### src/adc_pkg.sv
// shared constants and types for the converter link ends
package adc_pkg;
	localparam int RESULT_W = 18;
	localparam logic [17:0] ABORT_CODE = 18'h3FC00;
	localparam logic [17:0] CODE_POS_FULL = 18'h1FFFF;
	localparam logic [17:0] CODE_MID = 18'h00000;
	localparam logic [17:0] CODE_MID_M1 = 18'h3FFFF;
	localparam logic [17:0] CODE_NEG_FULL = 18'h20000;
	localparam int SYS_CLK_PERIOD_NS = 4;
	localparam int CONV_TIME_NS = 1100;
	localparam int THROUGHPUT_KSPS = 600;
	// longest time, so rounded down
	localparam int CONV_CYCLES = CONV_TIME_NS / SYS_CLK_PERIOD_NS;
	localparam int CNT_W = $clog2(CONV_CYCLES + 1);
	localparam int BIT_W = 5;
	localparam logic [4:0] LAST_SHIFT = 5'h11;
	// synchroniser bit positions on the device side
	localparam int SB_CONVERT_START_N = 0;
	localparam int SB_CS = 1;
	localparam int SB_FS = 2;
	localparam int SB_SCLK = 3;
	localparam int SB_PD = 4;
	localparam int SYNC_W = 5;
	localparam logic [4:0] SYNC_RST = 5'h0F;
	// host timing defaults in system clocks
	localparam int ACQ_CYCLES_DEF = 140;
	localparam int GAP_CYCLES_DEF = 8;
	localparam int SCLK_HALF_DEF = 10;
	localparam int HCNT_W = 8;
	typedef enum logic [2:0] {ST_WAIT, ST_NAP, ST_SAMPLE, ST_CONVERT, ST_PDOWN} dev_state_e;
	typedef enum logic [2:0] {H_IDLE, H_SAMPLE, H_CONV_WAIT, H_CONV, H_GAP, H_READ, H_END,
		H_PUSH} host_state_e;
endpackage

### src/adc_link_if.sv
// pins between the converter and its serial host
`timescale 1ns/10ps
interface adc_link_if;
	logic convert_start_n;
	logic cs_n;
	logic frame_sync_in;
	logic sclk;
	logic power_down_in;
	logic sdo;
	logic busy;
	modport dev (
		input convert_start_n, cs_n, frame_sync_in, sclk, power_down_in,
		output sdo, busy
	);
	modport host (
		output convert_start_n, cs_n, frame_sync_in, sclk, power_down_in,
		input sdo, busy
	);
endinterface

### src/adc_dev.sv
// converter end: conversion sequencing and serial result readout
// Behaviour
// convert fall during conversion aborts it
// aborted conversion returns to wait state
// aborted conversion reads back code 3FC00
// readout runs independently of conversion control
// read during conversion returns previous result
// host holds frame sync high for SPI
// SPI: MSB at CS fall, shift after fall
// CS re-fall mid frame restarts from MSB
// FS mode: MSB at FS rise, shift later
// FS high at busy fall reloads new MSB
// FS rise mid frame restarts the frame
// internal conversion timer; SCLK only shifts data
// 18-bit two's complement result codes
// result swaps at busy fall; avoid reads
// host stays quiet around conversion edges
// conversion completes within 1.1 us
// offers full power-down and nap states
// qualified start follows convert start while CS low
// busy high exactly while converting
// convert start high, CS low begins sampling
// qualified start low at end gives nap
// power-down input holds device in reset
// eighteen bits MSB first, then hold
`timescale 1ns/10ps
module adc_dev
	import adc_pkg::*;
(
	// clock and reset
	input wire logic i_sys_clk,
	input wire logic i_rstn,
	// link to the host
	adc_link_if.dev link,
	// analog front end stand-in: code held at the sampling instant
	input wire logic [RESULT_W-1:0] i_sample_code,
	// status
	output logic o_napping,
	output logic o_powered_down,
	output logic o_aborted
);

	logic [SYNC_W-1:0] sync1_ff;
	logic [SYNC_W-1:0] sync2_ff;
	logic [SYNC_W-1:0] prev_ff;
	logic convert_start_n_s;
	logic cs_n_s;
	logic fs_s;
	logic pd_s;
	logic cs_fall;
	logic cs_rise;
	logic fs_rise;
	logic sclk_rise;
	logic sclk_fall;
	logic qualified_convert_start_n_ff;
	logic qual_prev_ff;
	logic qual_fall;
	dev_state_e state_ff;
	logic [CNT_W-1:0] conv_cnt_ff;
	logic [RESULT_W-1:0] code_ff;
	logic [RESULT_W-1:0] result_ff;
	logic busy_ff;
	logic eoc;
	logic abort;
	logic sample_go;
	logic frame_start;
	logic reload;
	logic [RESULT_W-1:0] load_val;
	logic [RESULT_W-1:0] sr_ff;
	logic active_ff;
	logic seen_fall_ff;
	logic fs_mode_ff;
	logic [BIT_W-1:0] left_ff;

	// pins are asynchronous to this clock
	always_ff @(posedge i_sys_clk) begin
		if (!i_rstn) begin
			sync1_ff <= SYNC_RST;
			sync2_ff <= SYNC_RST;
			prev_ff <= SYNC_RST;
		end else begin
			sync1_ff <= {link.power_down_in, link.sclk, link.frame_sync_in, link.cs_n,
				link.convert_start_n};
			sync2_ff <= sync1_ff;
			prev_ff <= sync2_ff;
		end
	end

	assign convert_start_n_s = sync2_ff[SB_CONVERT_START_N];
	assign cs_n_s = sync2_ff[SB_CS];
	assign fs_s = sync2_ff[SB_FS];
	assign pd_s = sync2_ff[SB_PD];
	assign cs_fall = prev_ff[SB_CS] & ~cs_n_s;
	assign cs_rise = ~prev_ff[SB_CS] & cs_n_s;
	assign fs_rise = ~prev_ff[SB_FS] & fs_s & ~cs_n_s;
	// serial clock counts only while selected
	assign sclk_rise = ~prev_ff[SB_SCLK] & sync2_ff[SB_SCLK] & ~cs_n_s;
	assign sclk_fall = prev_ff[SB_SCLK] & ~sync2_ff[SB_SCLK] & ~cs_n_s;

	// latched only while selected, so a deselected host cannot start anything
	always_ff @(posedge i_sys_clk) begin
		if (!i_rstn || pd_s) begin
			qualified_convert_start_n_ff <= 1'b1;
			qual_prev_ff <= 1'b1;
		end else begin
			if (!cs_n_s)
				qualified_convert_start_n_ff <= convert_start_n_s;
			qual_prev_ff <= qualified_convert_start_n_ff;
		end
	end

	assign qual_fall = qual_prev_ff & ~qualified_convert_start_n_ff;
	assign sample_go = convert_start_n_s & ~cs_n_s;
	assign abort = (state_ff == ST_CONVERT) && qual_fall;
	// timer runs on the system clock, never on the serial clock
	assign eoc = (state_ff == ST_CONVERT) && !qual_fall &&
		(conv_cnt_ff == CNT_W'(CONV_CYCLES - 1));

	// conversion sequencing
	always_ff @(posedge i_sys_clk) begin
		if (!i_rstn) begin
			state_ff <= ST_WAIT;
		end else if (pd_s) begin
			state_ff <= ST_PDOWN;
		end else begin
			case (state_ff)
				ST_WAIT, ST_NAP: begin
					if (sample_go)
						state_ff <= ST_SAMPLE;
				end
				ST_SAMPLE: begin
					if (qual_fall)
						state_ff <= ST_CONVERT;
				end
				ST_CONVERT: begin
					if (abort)
						state_ff <= ST_WAIT;
					else if (eoc && sample_go)
						state_ff <= ST_SAMPLE;
					else if (eoc && !qualified_convert_start_n_ff)
						state_ff <= ST_NAP;
					else if (eoc)
						state_ff <= ST_WAIT;
				end
				ST_PDOWN: begin
					state_ff <= ST_WAIT;
				end
				default: begin
					state_ff <= ST_WAIT;
				end
			endcase
		end
	end

	// conversion timer and sampled code
	always_ff @(posedge i_sys_clk) begin
		if (!i_rstn || pd_s) begin
			conv_cnt_ff <= '0;
			code_ff <= CODE_MID;
		end else if (state_ff == ST_SAMPLE && qual_fall) begin
			conv_cnt_ff <= '0;
			code_ff <= i_sample_code;
		end else if (state_ff == ST_CONVERT) begin
			conv_cnt_ff <= conv_cnt_ff + CNT_W'(1);
		end
	end

	// held result swaps only at the busy fall, so a read in conversion sees the old one
	always_ff @(posedge i_sys_clk) begin
		if (!i_rstn || pd_s) begin
			result_ff <= CODE_MID;
			o_aborted <= 1'b0;
		end else if (abort) begin
			result_ff <= ABORT_CODE;
			o_aborted <= 1'b1;
		end else if (eoc) begin
			result_ff <= code_ff;
			o_aborted <= 1'b0;
		end
	end

	always_ff @(posedge i_sys_clk) begin
		if (!i_rstn || pd_s)
			busy_ff <= 1'b0;
		else if (state_ff == ST_SAMPLE && qual_fall)
			busy_ff <= 1'b1;
		else if (eoc || abort)
			busy_ff <= 1'b0;
	end

	always_ff @(posedge i_sys_clk) begin
		if (!i_rstn) begin
			o_napping <= 1'b0;
			o_powered_down <= 1'b0;
		end else begin
			o_napping <= (state_ff == ST_NAP);
			o_powered_down <= pd_s;
		end
	end

	// readout, driven by select, frame sync and serial clock, plus the busy fall reload in FS mode
	assign frame_start = (cs_fall && fs_s) || fs_rise;
	assign reload = eoc && fs_s && fs_mode_ff && !cs_n_s;
	// a frame started on the busy fall at eoc takes the new code, not the stale one
	assign load_val = eoc ? code_ff : result_ff;

	always_ff @(posedge i_sys_clk) begin
		if (!i_rstn || pd_s) begin
			sr_ff <= '0;
			active_ff <= 1'b0;
			seen_fall_ff <= 1'b0;
			fs_mode_ff <= 1'b0;
			left_ff <= '0;
		end else if (frame_start || reload) begin
			sr_ff <= load_val;
			active_ff <= 1'b1;
			seen_fall_ff <= 1'b0;
			left_ff <= LAST_SHIFT;
			if (frame_start)
				fs_mode_ff <= fs_rise;
		end else if (active_ff) begin
			if (cs_rise && !fs_mode_ff)
				active_ff <= 1'b0;
			if (sclk_fall && (!fs_mode_ff || !fs_s))
				seen_fall_ff <= 1'b1;
			if (sclk_rise && seen_fall_ff && left_ff != '0) begin
				sr_ff <= {sr_ff[RESULT_W-2:0], 1'b0};
				left_ff <= left_ff - BIT_W'(1);
			end
		end
	end

	assign link.sdo = sr_ff[RESULT_W-1];
	assign link.busy = busy_ff;

endmodule

### src/flat_wrapper.sv
// flat-port wrapper written by rule: the top's interface ports become plain ports
module adc_dev_flat import adc_pkg::*;
  (i_sys_clk, i_rstn, i_sample_code, o_napping, o_powered_down, o_aborted, link_convert_start_n, link_cs_n, link_frame_sync_in, link_sclk, link_power_down_in, link_sdo, link_busy);
  adc_link_if link_i ();
  input wire logic i_sys_clk;
  input wire logic i_rstn;
  input wire logic [RESULT_W-1:0] i_sample_code;
  output logic o_napping;
  output logic o_powered_down;
  output logic o_aborted;
  input wire logic [$bits(link_i.convert_start_n)-1:0] link_convert_start_n;
  input wire logic [$bits(link_i.cs_n)-1:0] link_cs_n;
  input wire logic [$bits(link_i.frame_sync_in)-1:0] link_frame_sync_in;
  input wire logic [$bits(link_i.sclk)-1:0] link_sclk;
  input wire logic [$bits(link_i.power_down_in)-1:0] link_power_down_in;
  output wire logic [$bits(link_i.sdo)-1:0] link_sdo;
  output wire logic [$bits(link_i.busy)-1:0] link_busy;
  assign link_i.convert_start_n = link_convert_start_n;
  assign link_i.cs_n = link_cs_n;
  assign link_i.frame_sync_in = link_frame_sync_in;
  assign link_i.sclk = link_sclk;
  assign link_i.power_down_in = link_power_down_in;
  assign link_sdo = link_i.sdo;
  assign link_busy = link_i.busy;
  adc_dev u_core (.i_sys_clk(i_sys_clk), .i_rstn(i_rstn), .link(link_i), .i_sample_code(i_sample_code), .o_napping(o_napping), .o_powered_down(o_powered_down), .o_aborted(o_aborted));
endmodule
### config.mk
export PLATFORM = sky130hd
export DESIGN_NAME = adc_dev_flat
export DESIGN_NICKNAME = d
export VERILOG_FILES = /design/src/adc_pkg.sv /design/src/adc_link_if.sv /design/src/adc_dev.sv /design/src/flat_wrapper.sv
export SDC_FILE = /design/constraint.sdc
export NUM_CORES = 1
export LEC_CHECK = 0
export BUFFER_PORTS_ARGS = -buffer_cell sky130_fd_sc_hd__buf_2
export CAP_MARGIN = 0
export CORE_MARGIN = 10
export CORE_UTILIZATION = 45
export DETAILED_ROUTE_END_ITERATION = 8
export HOLD_SLACK_MARGIN = 0.12
export SLEW_MARGIN = 20
export SYNTH_ARGS = -nofsm -noshare
export SYNTH_HDL_FRONTEND = slang
export SYNTH_SLANG_ARGS = --single-unit
### constraint.sdc
create_clock -name i_sys_clk -period 3.82 [get_ports i_sys_clk]
set_clock_uncertainty 0.15 [all_clocks]
set_input_delay 0.764 -clock i_sys_clk [delete_from_list [all_inputs] [get_ports i_sys_clk]]
set_output_delay 0.764 -clock i_sys_clk [all_outputs]
set_load 0.005 [all_outputs]
# Yosys cells after proc, flatten, opt, wreduce, memory -nomap -nowiden
# Index checks and enable logic that the tools add are counted.
# op_classes
order_cmp	0
muxes	23
n_mul	0
div_mod_pow	0
n_addsub	2
bitwise	17
eq_ne	10
shifts	0
n_reduce_logical	42
# op_table
operator	count
18-bit two-way mux	5
3-bit two-way mux	7
5-bit two-way mux	3
1-bit logical AND	14
1-bit bitwise AND	10
2-bit OR reduction	5
9-bit by 1-bit adder with 9-bit output (second input constant)	1
9-bit == test (second input constant)	1
3-bit one-hot mux with 3 select lines	1
2-bit AND reduction	4
2-bit nonzero test	4
1-bit two-way mux	7
1-bit inverter	7
3-bit by 2-bit == test with 1-bit output (second input constant)	2
1-bit zero test	6
3-bit by 1-bit inequality test with 1-bit output (second input constant)	2
6-bit by 3-bit inequality test with 1-bit output (second input constant)	1
3-bit AND reduction	2
1-bit logical OR	5
5-bit by 3-bit inequality test with 1-bit output (second input constant)	1
5-bit nonzero test	1
5-bit by 1-bit subtractor with 5-bit output (second input constant)	1
2-bit by 1-bit inequality test with 1-bit output (second input constant)	2
3-bit by 1-bit == test with 1-bit output (second input constant)	1
3-bit zero test	1
# totals
output_inout_bits	5
wordCells	115
reg_bits	94
n_memories	0
ramBits	0
latch_bits	0
romBits	0

# Longest topological paths before layout
# Gate-level depths: netlist of run 1.
# depth
ltp_word	11
ltp_mapped	9
depth_no_buf	7

# Worst setup path before layout of run 1
# Ideal clock, no wire load.
# synth_timing
path_kind	reg-to-reg
startpoint	register u_core.left_ff[0]
endpoint	register u_core.sr_ff[1]
synth_period_minus_slack_ns	1.942
arrival_time_ns	1.658
slack_ns	1.878
stages_incl_launch_ff	9
path_cell_list	dfxtp_1 > inv_1 > ha_1 > nor4b_1 > or4_1 > buf_2 > buf_6 > mux2i_1 > o22ai_1
# synth_between
elab_chain_len	4
# synth_lines
item	line_no	rtl
start: declaration	adc_dev.sv:73	logic [BIT_W-1:0] left_ff;
start signal: assignment	adc_dev.sv:228	left_ff <= left_ff - BIT_W'(1);
5-bit nonzero test	adc_dev.sv:226	if (sclk_rise && seen_fall_ff && left_ff != '0) begin
1-bit logical AND	adc_dev.sv:226	
2-bit nonzero test (no line)	-	
2-bit AND reduction (no line)	-	
end signal: assignment	adc_dev.sv:215	sr_ff <= load_val;
end signal: assignment	adc_dev.sv:227	sr_ff <= {sr_ff[RESULT_W-2:0], 1'b0};
end: declaration	adc_dev.sv:69	logic [RESULT_W-1:0] sr_ff;
# Every way passes these cells.
# A chain may end at the register's enable or synchronous reset.

# Worst setup path after layout of run 1
# layout_timing
startpoint	register u_core.left_ff[0]
endpoint	register u_core.left_ff[3]
# layout_between
elab_chain_len	3
word_cells_on_any_way	4
# layout_lines
item
branches (longest 3 deep; another with 5-bit by 1-bit subtractor with 5-bit output)
# Several ways; the timed one is not identified.

==> results of run 1 <==
==> where the power goes <==
part	switching, W	total, W	internal [W]
combinational	0.0000349	0.0000583	0.0000235
sequential	0.00000603	0.000984	0.000978
clock	0.000335	0.000657	0.000322
total	0.000376	0.00170	0.00132
==> metal layers <==
metal	vias to the layer above	track usage, %	wire length, um
li1	1282	-	-
met1	1132	14.08	3216
met2	32	19.44	2949
met3	10	2.773	216
met4	0	5.932	99
met5	-	0	0
==> registers in the layout, summed over array words and instances, names as in the netlist <==
register / cells
u_core.conv_cnt_ff: 9
u_core.left_ff: 5
u_core.state_ff: 3
u_core.sync2_ff: 5
u_core.sr_ff: 18
u_core.o_powered_down: 1
u_core.o_napping: 1
u_core.qual_prev_ff: 1
u_core.qualified_convert_start_n_ff: 1
u_core.code_ff: 18
u_core.o_aborted: 1
u_core.seen_fall_ff: 1
u_core.prev_ff: 3
u_core.result_ff: 18
u_core.active_ff: 1
u_core.sync1_ff: 5
u_core.link.busy: 1
u_core.fs_mode_ff: 1
==> cell type report <==
class                      instances  area (um^2)  share of cell area [%]
tap                              102        127.6                   3.249
inverter                           5        18.77                  0.4779
timing repair buffer              32        167.7                   4.269
clock buffer                      11        141.4                   3.600
sequential                        93         1862                   47.40
clock inverter                     5        58.81                   1.497
multi-input combinational        245         1551                   39.50
==> through the flow <==
step | hold slack (ns) | power (W) | worst slack (ns) | util, % | instance area [um^2]
floorplan | 0.2363 | 0.001044 | 1.878 | - | 3547
global placement | 0.2400 | 0.001066 | 1.296 | 48.47 | 3726
detailed placement | 0.2460 | 0.001067 | 1.254 | 48.47 | 3726
CTS | 0.2678 | 0.001725 | 1.251 | 51.07 | 3926
global route | 0.2791 | 0.001765 | 1.208 | 51.09 | 3928
finish | 0.2616 | 0.001699 | 1.356 | 51.09 | 3928
==> worst register-to-register path, cell delays in order, from the launching register on <==
cell and delay [ns]:
dfxtp_1 0.38, inv_1 0.08, ha_1 0.20, nor4b_1 0.14, or4_2 0.92, nor4_4 0.27, xnor2_1 0.14, nor2_1 0.05
==> cell families after synthesis <==
family	Yosys count
AO/OA/AOI/OAI	62
XOR/XNOR	11
adder cells (fa/ha/maj)	3
buffers and inverters	25
flip-flops	93
multiplexers	35
AND/OR/NAND/NOR	134
==> cells in the final DEF, fill, tap and decap left out, types with 2 or more instances in the layout <==
| cell | Yosys | routed |
|---|---|---|
| a21oi_1 | 36 | 36 |
| and2_1 | 4 | 4 |
| and3_1 | 3 | 3 |
| buf_2 | 6 | 29 |
| buf_4 | 1 | 3 |
| clkbuf_8 | 0 | 10 |
| clkinvlp_4 | 0 | 2 |
| dfxtp_1 | 93 | 93 |
| ha_1 | 3 | 3 |
| inv_1 | 5 | 5 |
| mux2i_1 | 35 | 35 |
| nand2_1 | 55 | 55 |
| nand2b_1 | 16 | 16 |
| nand2b_4 | 2 | 2 |
| nand3_1 | 3 | 3 |
| nand4_1 | 3 | 3 |
| nor2_1 | 29 | 29 |
| nor2b_1 | 3 | 3 |
| nor3_1 | 2 | 2 |
| o22ai_1 | 18 | 18 |
| or3_1 | 2 | 2 |
| xnor2_1 | 4 | 4 |
| xor2_1 | 7 | 7 |
==> worst max-delay path by stage <==
stage | start | slack [ns] | cells past startpoint | end
floorplan | u_core.left_ff[0]$_SDFFE_PP0P_ | 1.88 | 8 | u_core.sr_ff[1]$_SDFFE_PP0P_
global placement | u_core.left_ff[0]$_SDFFE_PP0P_ | 1.30 | 7 | u_core.left_ff[3]$_SDFFE_PP0P_
detailed placement | u_core.left_ff[0]$_SDFFE_PP0P_ | 1.25 | 7 | u_core.left_ff[3]$_SDFFE_PP0P_
CTS | u_core.left_ff[0]$_SDFFE_PP0P_ | 1.25 | 7 | u_core.left_ff[3]$_SDFFE_PP0P_
global route | u_core.left_ff[0]$_SDFFE_PP0P_ | 1.21 | 7 | u_core.left_ff[3]$_SDFFE_PP0P_
finish | u_core.left_ff[0]$_SDFFE_PP0P_ | 1.36 | 7 | u_core.left_ff[3]$_SDFFE_PP0P_
==> cell usage after synthesis, drive strengths merged <==
cell type  number  share of area, %
dfxtp          93                52
nand2          55               5.8
a21oi          36               5.1
mux2i          35               9.9
nor2           29               3.1
nand2b         18               3.6
o22ai          18               3.2
buf            11               2.3
clkbuf          9              0.95
xor2            7               1.7
and2            5              0.95
inv             5              0.53
xnor2           4              0.99
and3            3              0.53
ha              3               1.1
nand3           3              0.42
nand4           3              0.53
nor2b           3              0.53
nor3            3              0.56
nor4b           2              0.92
o21ai           2              0.28
or3             2              0.35
or4             2              0.42
a211o           1              0.25
a211oi          1              0.21
a311o           1              0.28
a41oi           1              0.78
and2b           1              0.21
and3b           1              0.25
and4bb          1              0.35
nor3b           1              0.21
nor4            1              0.60
o32ai           1              0.25
o41ai           1              0.25
or2             1              0.18
==> flow_summary_export.csv, run 1 <==
group,metric,value,unit
clock_network,cts-resized-gates,0,
critical_path,crit_chain,"inv_1 > ha_1 > nor4b_1 > or4_2 > nor4_4 > xnor2_1 > nor2_1",
synth,synth_xor_area_share,2.716,%
drt,first_iter_violations,67,
layout,final.fill_count,771,
floorplanning,chipHeight,108.8,um
clock_network,cts_tree,"done",
clock_network,htree_levels,3,
critical_path,cp.required,3.89,ns
place,portBuffers,29,
critical_path,path_buf_inv,1,
power,leakagePower,1.672,nW
layout,drive_gt1_share,14.58,%
critical_path,cpMaxStageDelayCell,"or4_2",
clock_network,cts_buffer_depth,2,
critical_path,reg2reg_slack,1.36,ns
synth,synth_cells,363,
status,status,"completed",
place,place_congestion,0.7690,
sta,slew_headroom,48.29,%
synth,ys_types,42,
synth,ys_warn_count,0,
clock_network,post_cts_buffers,0,
place,hpwlAfterDp,4.345,mm
sta,period_minus_slack,2.464,ns
clock_network,root_buffer,"clkbuf_8",
critical_path,r2r_end,"u_core.left_ff[3]$_SDFFE_PP0P_",
sta,fin_crit_sh,64.50,%
hold_path,min-delay-start,"u_core.sync1_ff[3]$_SDFF_PN1_",
hold_path,min_path_cells,1,
clock_network,clkTransAtPathRegs,0.08,ns
sta,fmax,405.8,MHz
grt,grt_antenna_before_repair,0,
floorplanning,start_util,46.14,%
synth,synth_fa_ha_area_share,1.058,%
drt,ant_nets,0,
synth,synthMuxAreaShare,9.877,%
critical_path,arrival,2.53,ns
grt,grt_overflow,0,
layout,antenna_cells,0,
sta,worst_pin_slew,0.7737,ns
drt,wire_per_inst,13.15,um
clock_network,cts_sinks,93,
hold_path,hold_class,"flop to flop",
synth,synth_compound_area_share,10.55,%
critical_path,rr_worst_depth,7,
sta,timing.final.hold_violations,0,
sta,setup_viol,0,
layout,area_growth_syn_to_layout,10.72,%
floorplanning,die_area,11830,um^2
drt,vias,2456,
clock_network,cts_hold_buf,0,
synth,syn-num-nets,391,
sta,maxSlewViolCount,0,
grt,grt_use_total,11.78,%
flow_run,cap_violations,0,
power,ir_worst_vdd,0.1976,mV
critical_path,r2r-start,"u_core.left_ff[0]$_SDFFE_PP0P_",
layout,final_cells,493,
critical_path,critPathLaunchType,"flop",
floorplanning,rows,32,
drt,wirelength,6.483,mm
floorplanning,die_w,108.8,um
synth,synth_seq_cells,93,
sta,tns,0,ns
clock_network,cts_inserted_buffers,9,
grt,grt_pass1_vias,2439,
critical_path,crit_type,"flop to flop",
place,place_inst,477,
synth,syn_area,3547,um^2
grt,grt_first_pass_wirelength,11.12,mm
critical_path,cp_top_family,"simple AND/OR/NAND/NOR gates",
sta,grt_setup_unrepaired,"false",
drt,drc,0,
critical_path,critPathMaxStageDelay,0.92,ns
critical_path,crit_fanout,23,
synth,synth-simple-area-share,19.51,%
layout,nNetsFinal,414,
drt,viasPerCell,4.982,
floorplanning,ioPinCount,30,
power,power_density,432.7,nW/um^2
floorplanning,core,7687,um^2
grt,grt_max_degree,24,
synth,syn_area_per_cell,9.772,um^2
drt,first_pass_iters,4,
synth,synth_top_family_by_area,"simple AND/OR/NAND/NOR gates",
clock_network,clock_latency,0.35,ns
synth,ys_seq_area_share,52.49,%
critical_path,end_kind,"flop",
hold_path,min_to,"u_core.sync2_ff[3]$_SDFF_PN1_",
Power figures use the tool's default switching activity.
==> run 2, diff against run 1 <==
--- a/config.mk
+++ b/config.mk
@@ -11,6 +11,7 @@
 export CORE_UTILIZATION = 45
 export DETAILED_ROUTE_END_ITERATION = 8
 export HOLD_SLACK_MARGIN = 0.12
+export PLACE_DENSITY = 0.65
 export SLEW_MARGIN = 20
 export SYNTH_ARGS = -nofsm -noshare
 export SYNTH_HDL_FRONTEND = slang
==> constraint.sdc (replaced) <==
create_clock -name i_sys_clk -period 2.2 [get_ports i_sys_clk]
set_clock_uncertainty 0.15 [all_clocks]
set_input_delay 0.44 -clock i_sys_clk [delete_from_list [all_inputs] [get_ports i_sys_clk]]
set_output_delay 0.44 -clock i_sys_clk [all_outputs]
set_load 0.005 [all_outputs]
==> flow_summary_export.csv, run 2 (synthesized netlist as in run 1, its figures left out) <==
group,metric,value,unit
status,status,"completed",
floorplanning,chipHeight,108.8,um
layout,reg_top3,"u_core.code_ff (18), u_core.result_ff (18), u_core.sr_ff (18)",
drt,first_iter_violations,68,
sta,tns,0,ns
critical_path,rr_worst_depth,8,
floorplanning,ioPinCount,30,
power,switching_power,0.0006283,W
grt,grt_use_total,11.71,%
critical_path,cp_top_family,"simple AND/OR/NAND/NOR gates",
critical_path,arrival,2.16,ns
place,place_inst,485,
clock_network,cts_buffer_depth,2,
drt,first_pass_iters,4,
clock_network,cts_tree,"done",
floorplanning,start_util,46.14,%
place,place_congestion,0.8051,
clock_network,clock_latency,0.35,ns
hold_path,min_to,"u_core.sync1_ff[4]$_SDFF_PN0_",
sta,maxSlewViolCount,0,
power,swShare,22.59,%
clock_network,clkTransAtPathRegs,0.08,ns
grt,grt_overflow,0,
sta,fin_crit_sh,94.15,%
power,pwr-share-clk,34.5,%
layout,nNetsFinal,426,
power,ir_worst_vdd,0.3045,mV
place,portBuffers,29,
critical_path,crit_type,"flop to flop",
layout,drive_gt1_share,15.42,%
grt,grt_antenna_before_repair,0,
sta,fmax,482.8,MHz
drt,ant_nets,0,
clock_network,root_buffer,"clkbuf_8",
critical_path,r2r-start,"u_core.left_ff[0]$_SDFFE_PP0P_",
sta,timing.final.hold_violations,0,
critical_path,path_buf_inv,2,
drt,m1WireLength,3.213,mm
floorplanning,rows,32,
critical_path,critPathMaxStageDelay,0.46,ns
floorplanning,die_area,11830,um^2
clock_network,htree_levels,3,
clock_network,cts_inserted_buffers,9,
drt,wirelength,6.651,mm
sta,worst_pin_slew,0.3483,ns
clock_network,post_cts_buffers,0,
sta,period_minus_slack,2.071,ns
critical_path,critPathLaunchType,"flop",
critical_path,cp.required,2.29,ns
layout,antenna_cells,0,
power,power.internal,0.002153,W
clock_network,cts_sinks,93,
grt,grt_max_degree,24,
drt,met2_length,3.052,mm
critical_path,r2r_end,"u_core.left_ff[3]$_SDFFE_PP0P_",
hold_path,min_path_cells,2,
sta,setup_viol,0,
layout,final_common_cell,"dfxtp_1",
drt,wire_per_inst,13.20,um
drt,viasPerCell,5.032,
power,pwr-share-comb,4.1,%
power,leakagePower,1.721,nW
floorplanning,core,7687,um^2
drt,topRoutingLayerUsed,"met4",
hold_path,min-delay-start,"link_power_down_in",
flow_run,cap_violations,0,
power,p_seq_share,61.4,%
sta,grt_setup_unrepaired,"false",
grt,grt_pass1_vias,2447,
critical_path,crit_fanout,23,
layout,area_growth_syn_to_layout,13.02,%
power,power_density,693.8,nW/um^2
place,hpwlAfterDp,4.493,mm
layout,final_cells,504,
critical_path,cpMaxStageDelayCell,"or4_1",
drt,vias,2536,
critical_path,crit_chain,"inv_1 > ha_1 > nor4b_1 > or4_1 > buf_12 > nor4_4 > xnor2_1 > nor2_1",
hold_path,hold_class,"input port to flop",
critical_path,end_kind,"flop",
floorplanning,die_w,108.8,um
layout,mostFrequentLayoutCells,"dfxtp_1 (93), nand2_1 (55), a21oi_1 (36), mux2i_1 (35)",
grt,grt_first_pass_wirelength,11.23,mm
drt,drc,0,
critical_path,reg2reg_slack,0.13,ns
sta,slew_headroom,76.72,%
drt,met3_length,269,um
[run 2: cell types whose count changed in the layout (fill, tap and decap cells not counted), sizes merged]
cell	change
clkinvlp	-1
dlygate4sd3	+4
clkinv	+2
bufinv	-1
inv	-1
buf	+8
[run 2: power groups by stage]
stage	Clock (W)	Combinational (W)	Sequential [W]
detailed placement	0	0.000110	0.00175
floorplan	0	0.0000672	0.00175
finish	0.000959	0.000114	0.00171
CTS	0.000988	0.000115	0.00171
global route	0.00107	0.000128	0.00171
global placement	0	0.000108	0.00175
[run 2: layout make-up]
class                   instances  area (um^2)
inverters                       5        18.77
clock buffers                  11        131.4
multi-input cells             245         1550
repair buffers                 44        292.8
clock inverters                 4        26.28
flip-flops and latches         93         1862
fillers                       752         3679
well taps                     102        127.6
[run 2: repair_timing]
| action | CTS | global route |
|---|---|---|
| endpoints found under the hold margin | 4 | 0 |
| resized for setup | 0 | 0 |
| hold buffers | 4 | 0 |
[run 2: through the flow]
step / cell area (um^2) / total power [W] / hold slack, ns / utilization, % / setup slack, ns
after floorplan: 3547 / 0.001814 / 0.2363 / - / 0.2583
after global placement: 3811 / 0.001856 / 0.2390 / 49.58 / 0.1796
after detailed placement: 3811 / 0.001858 / 0.2428 / 49.58 / 0.1417
after CTS: 4009 / 0.002812 / 0.1319 / 52.15 / 0.1246
after global routing: 4009 / 0.002905 / 0.1203 / 52.15 / 0.03641
final: 4009 / 0.002781 / 0.1438 / 52.15 / 0.1287
[run 2: worst register-to-register path, delay by kind of cell, from the launching register on]
family                     cells  cell delay, ns
DFF                            1            0.38
xor gates and xnor gates       1            0.14
adders and majority gates      1            0.21
buffers and inverters          2            0.28
and+or+nand+nor                4            0.79
[run 2: per-layer routing]
metal	GRT usage (%)	vias up
li1	-	1307
met1	14.53	1176
met2	18.62	41
met3	3.304	12
met4	5.085	0
met5	0	-
[run 2: worst max-delay path by stage]
stage | start | to | slack, ns | depth (start not counted)
final | u_core.left_ff[0]$_SDFFE_PP0P_ | u_core.left_ff[3]$_SDFFE_PP0P_ | 0.13 | 8
after global routing | u_core.left_ff[0]$_SDFFE_PP0P_ | u_core.left_ff[3]$_SDFFE_PP0P_ | 0.04 | 8
after CTS | u_core.left_ff[0]$_SDFFE_PP0P_ | u_core.left_ff[3]$_SDFFE_PP0P_ | 0.12 | 8
after detailed placement | u_core.left_ff[0]$_SDFFE_PP0P_ | u_core.left_ff[3]$_SDFFE_PP0P_ | 0.14 | 8
after global placement | u_core.left_ff[0]$_SDFFE_PP0P_ | u_core.left_ff[3]$_SDFFE_PP0P_ | 0.18 | 8
after floorplan | u_core.left_ff[0]$_SDFFE_PP0P_ | u_core.sr_ff[1]$_SDFFE_PP0P_ | 0.26 | 8
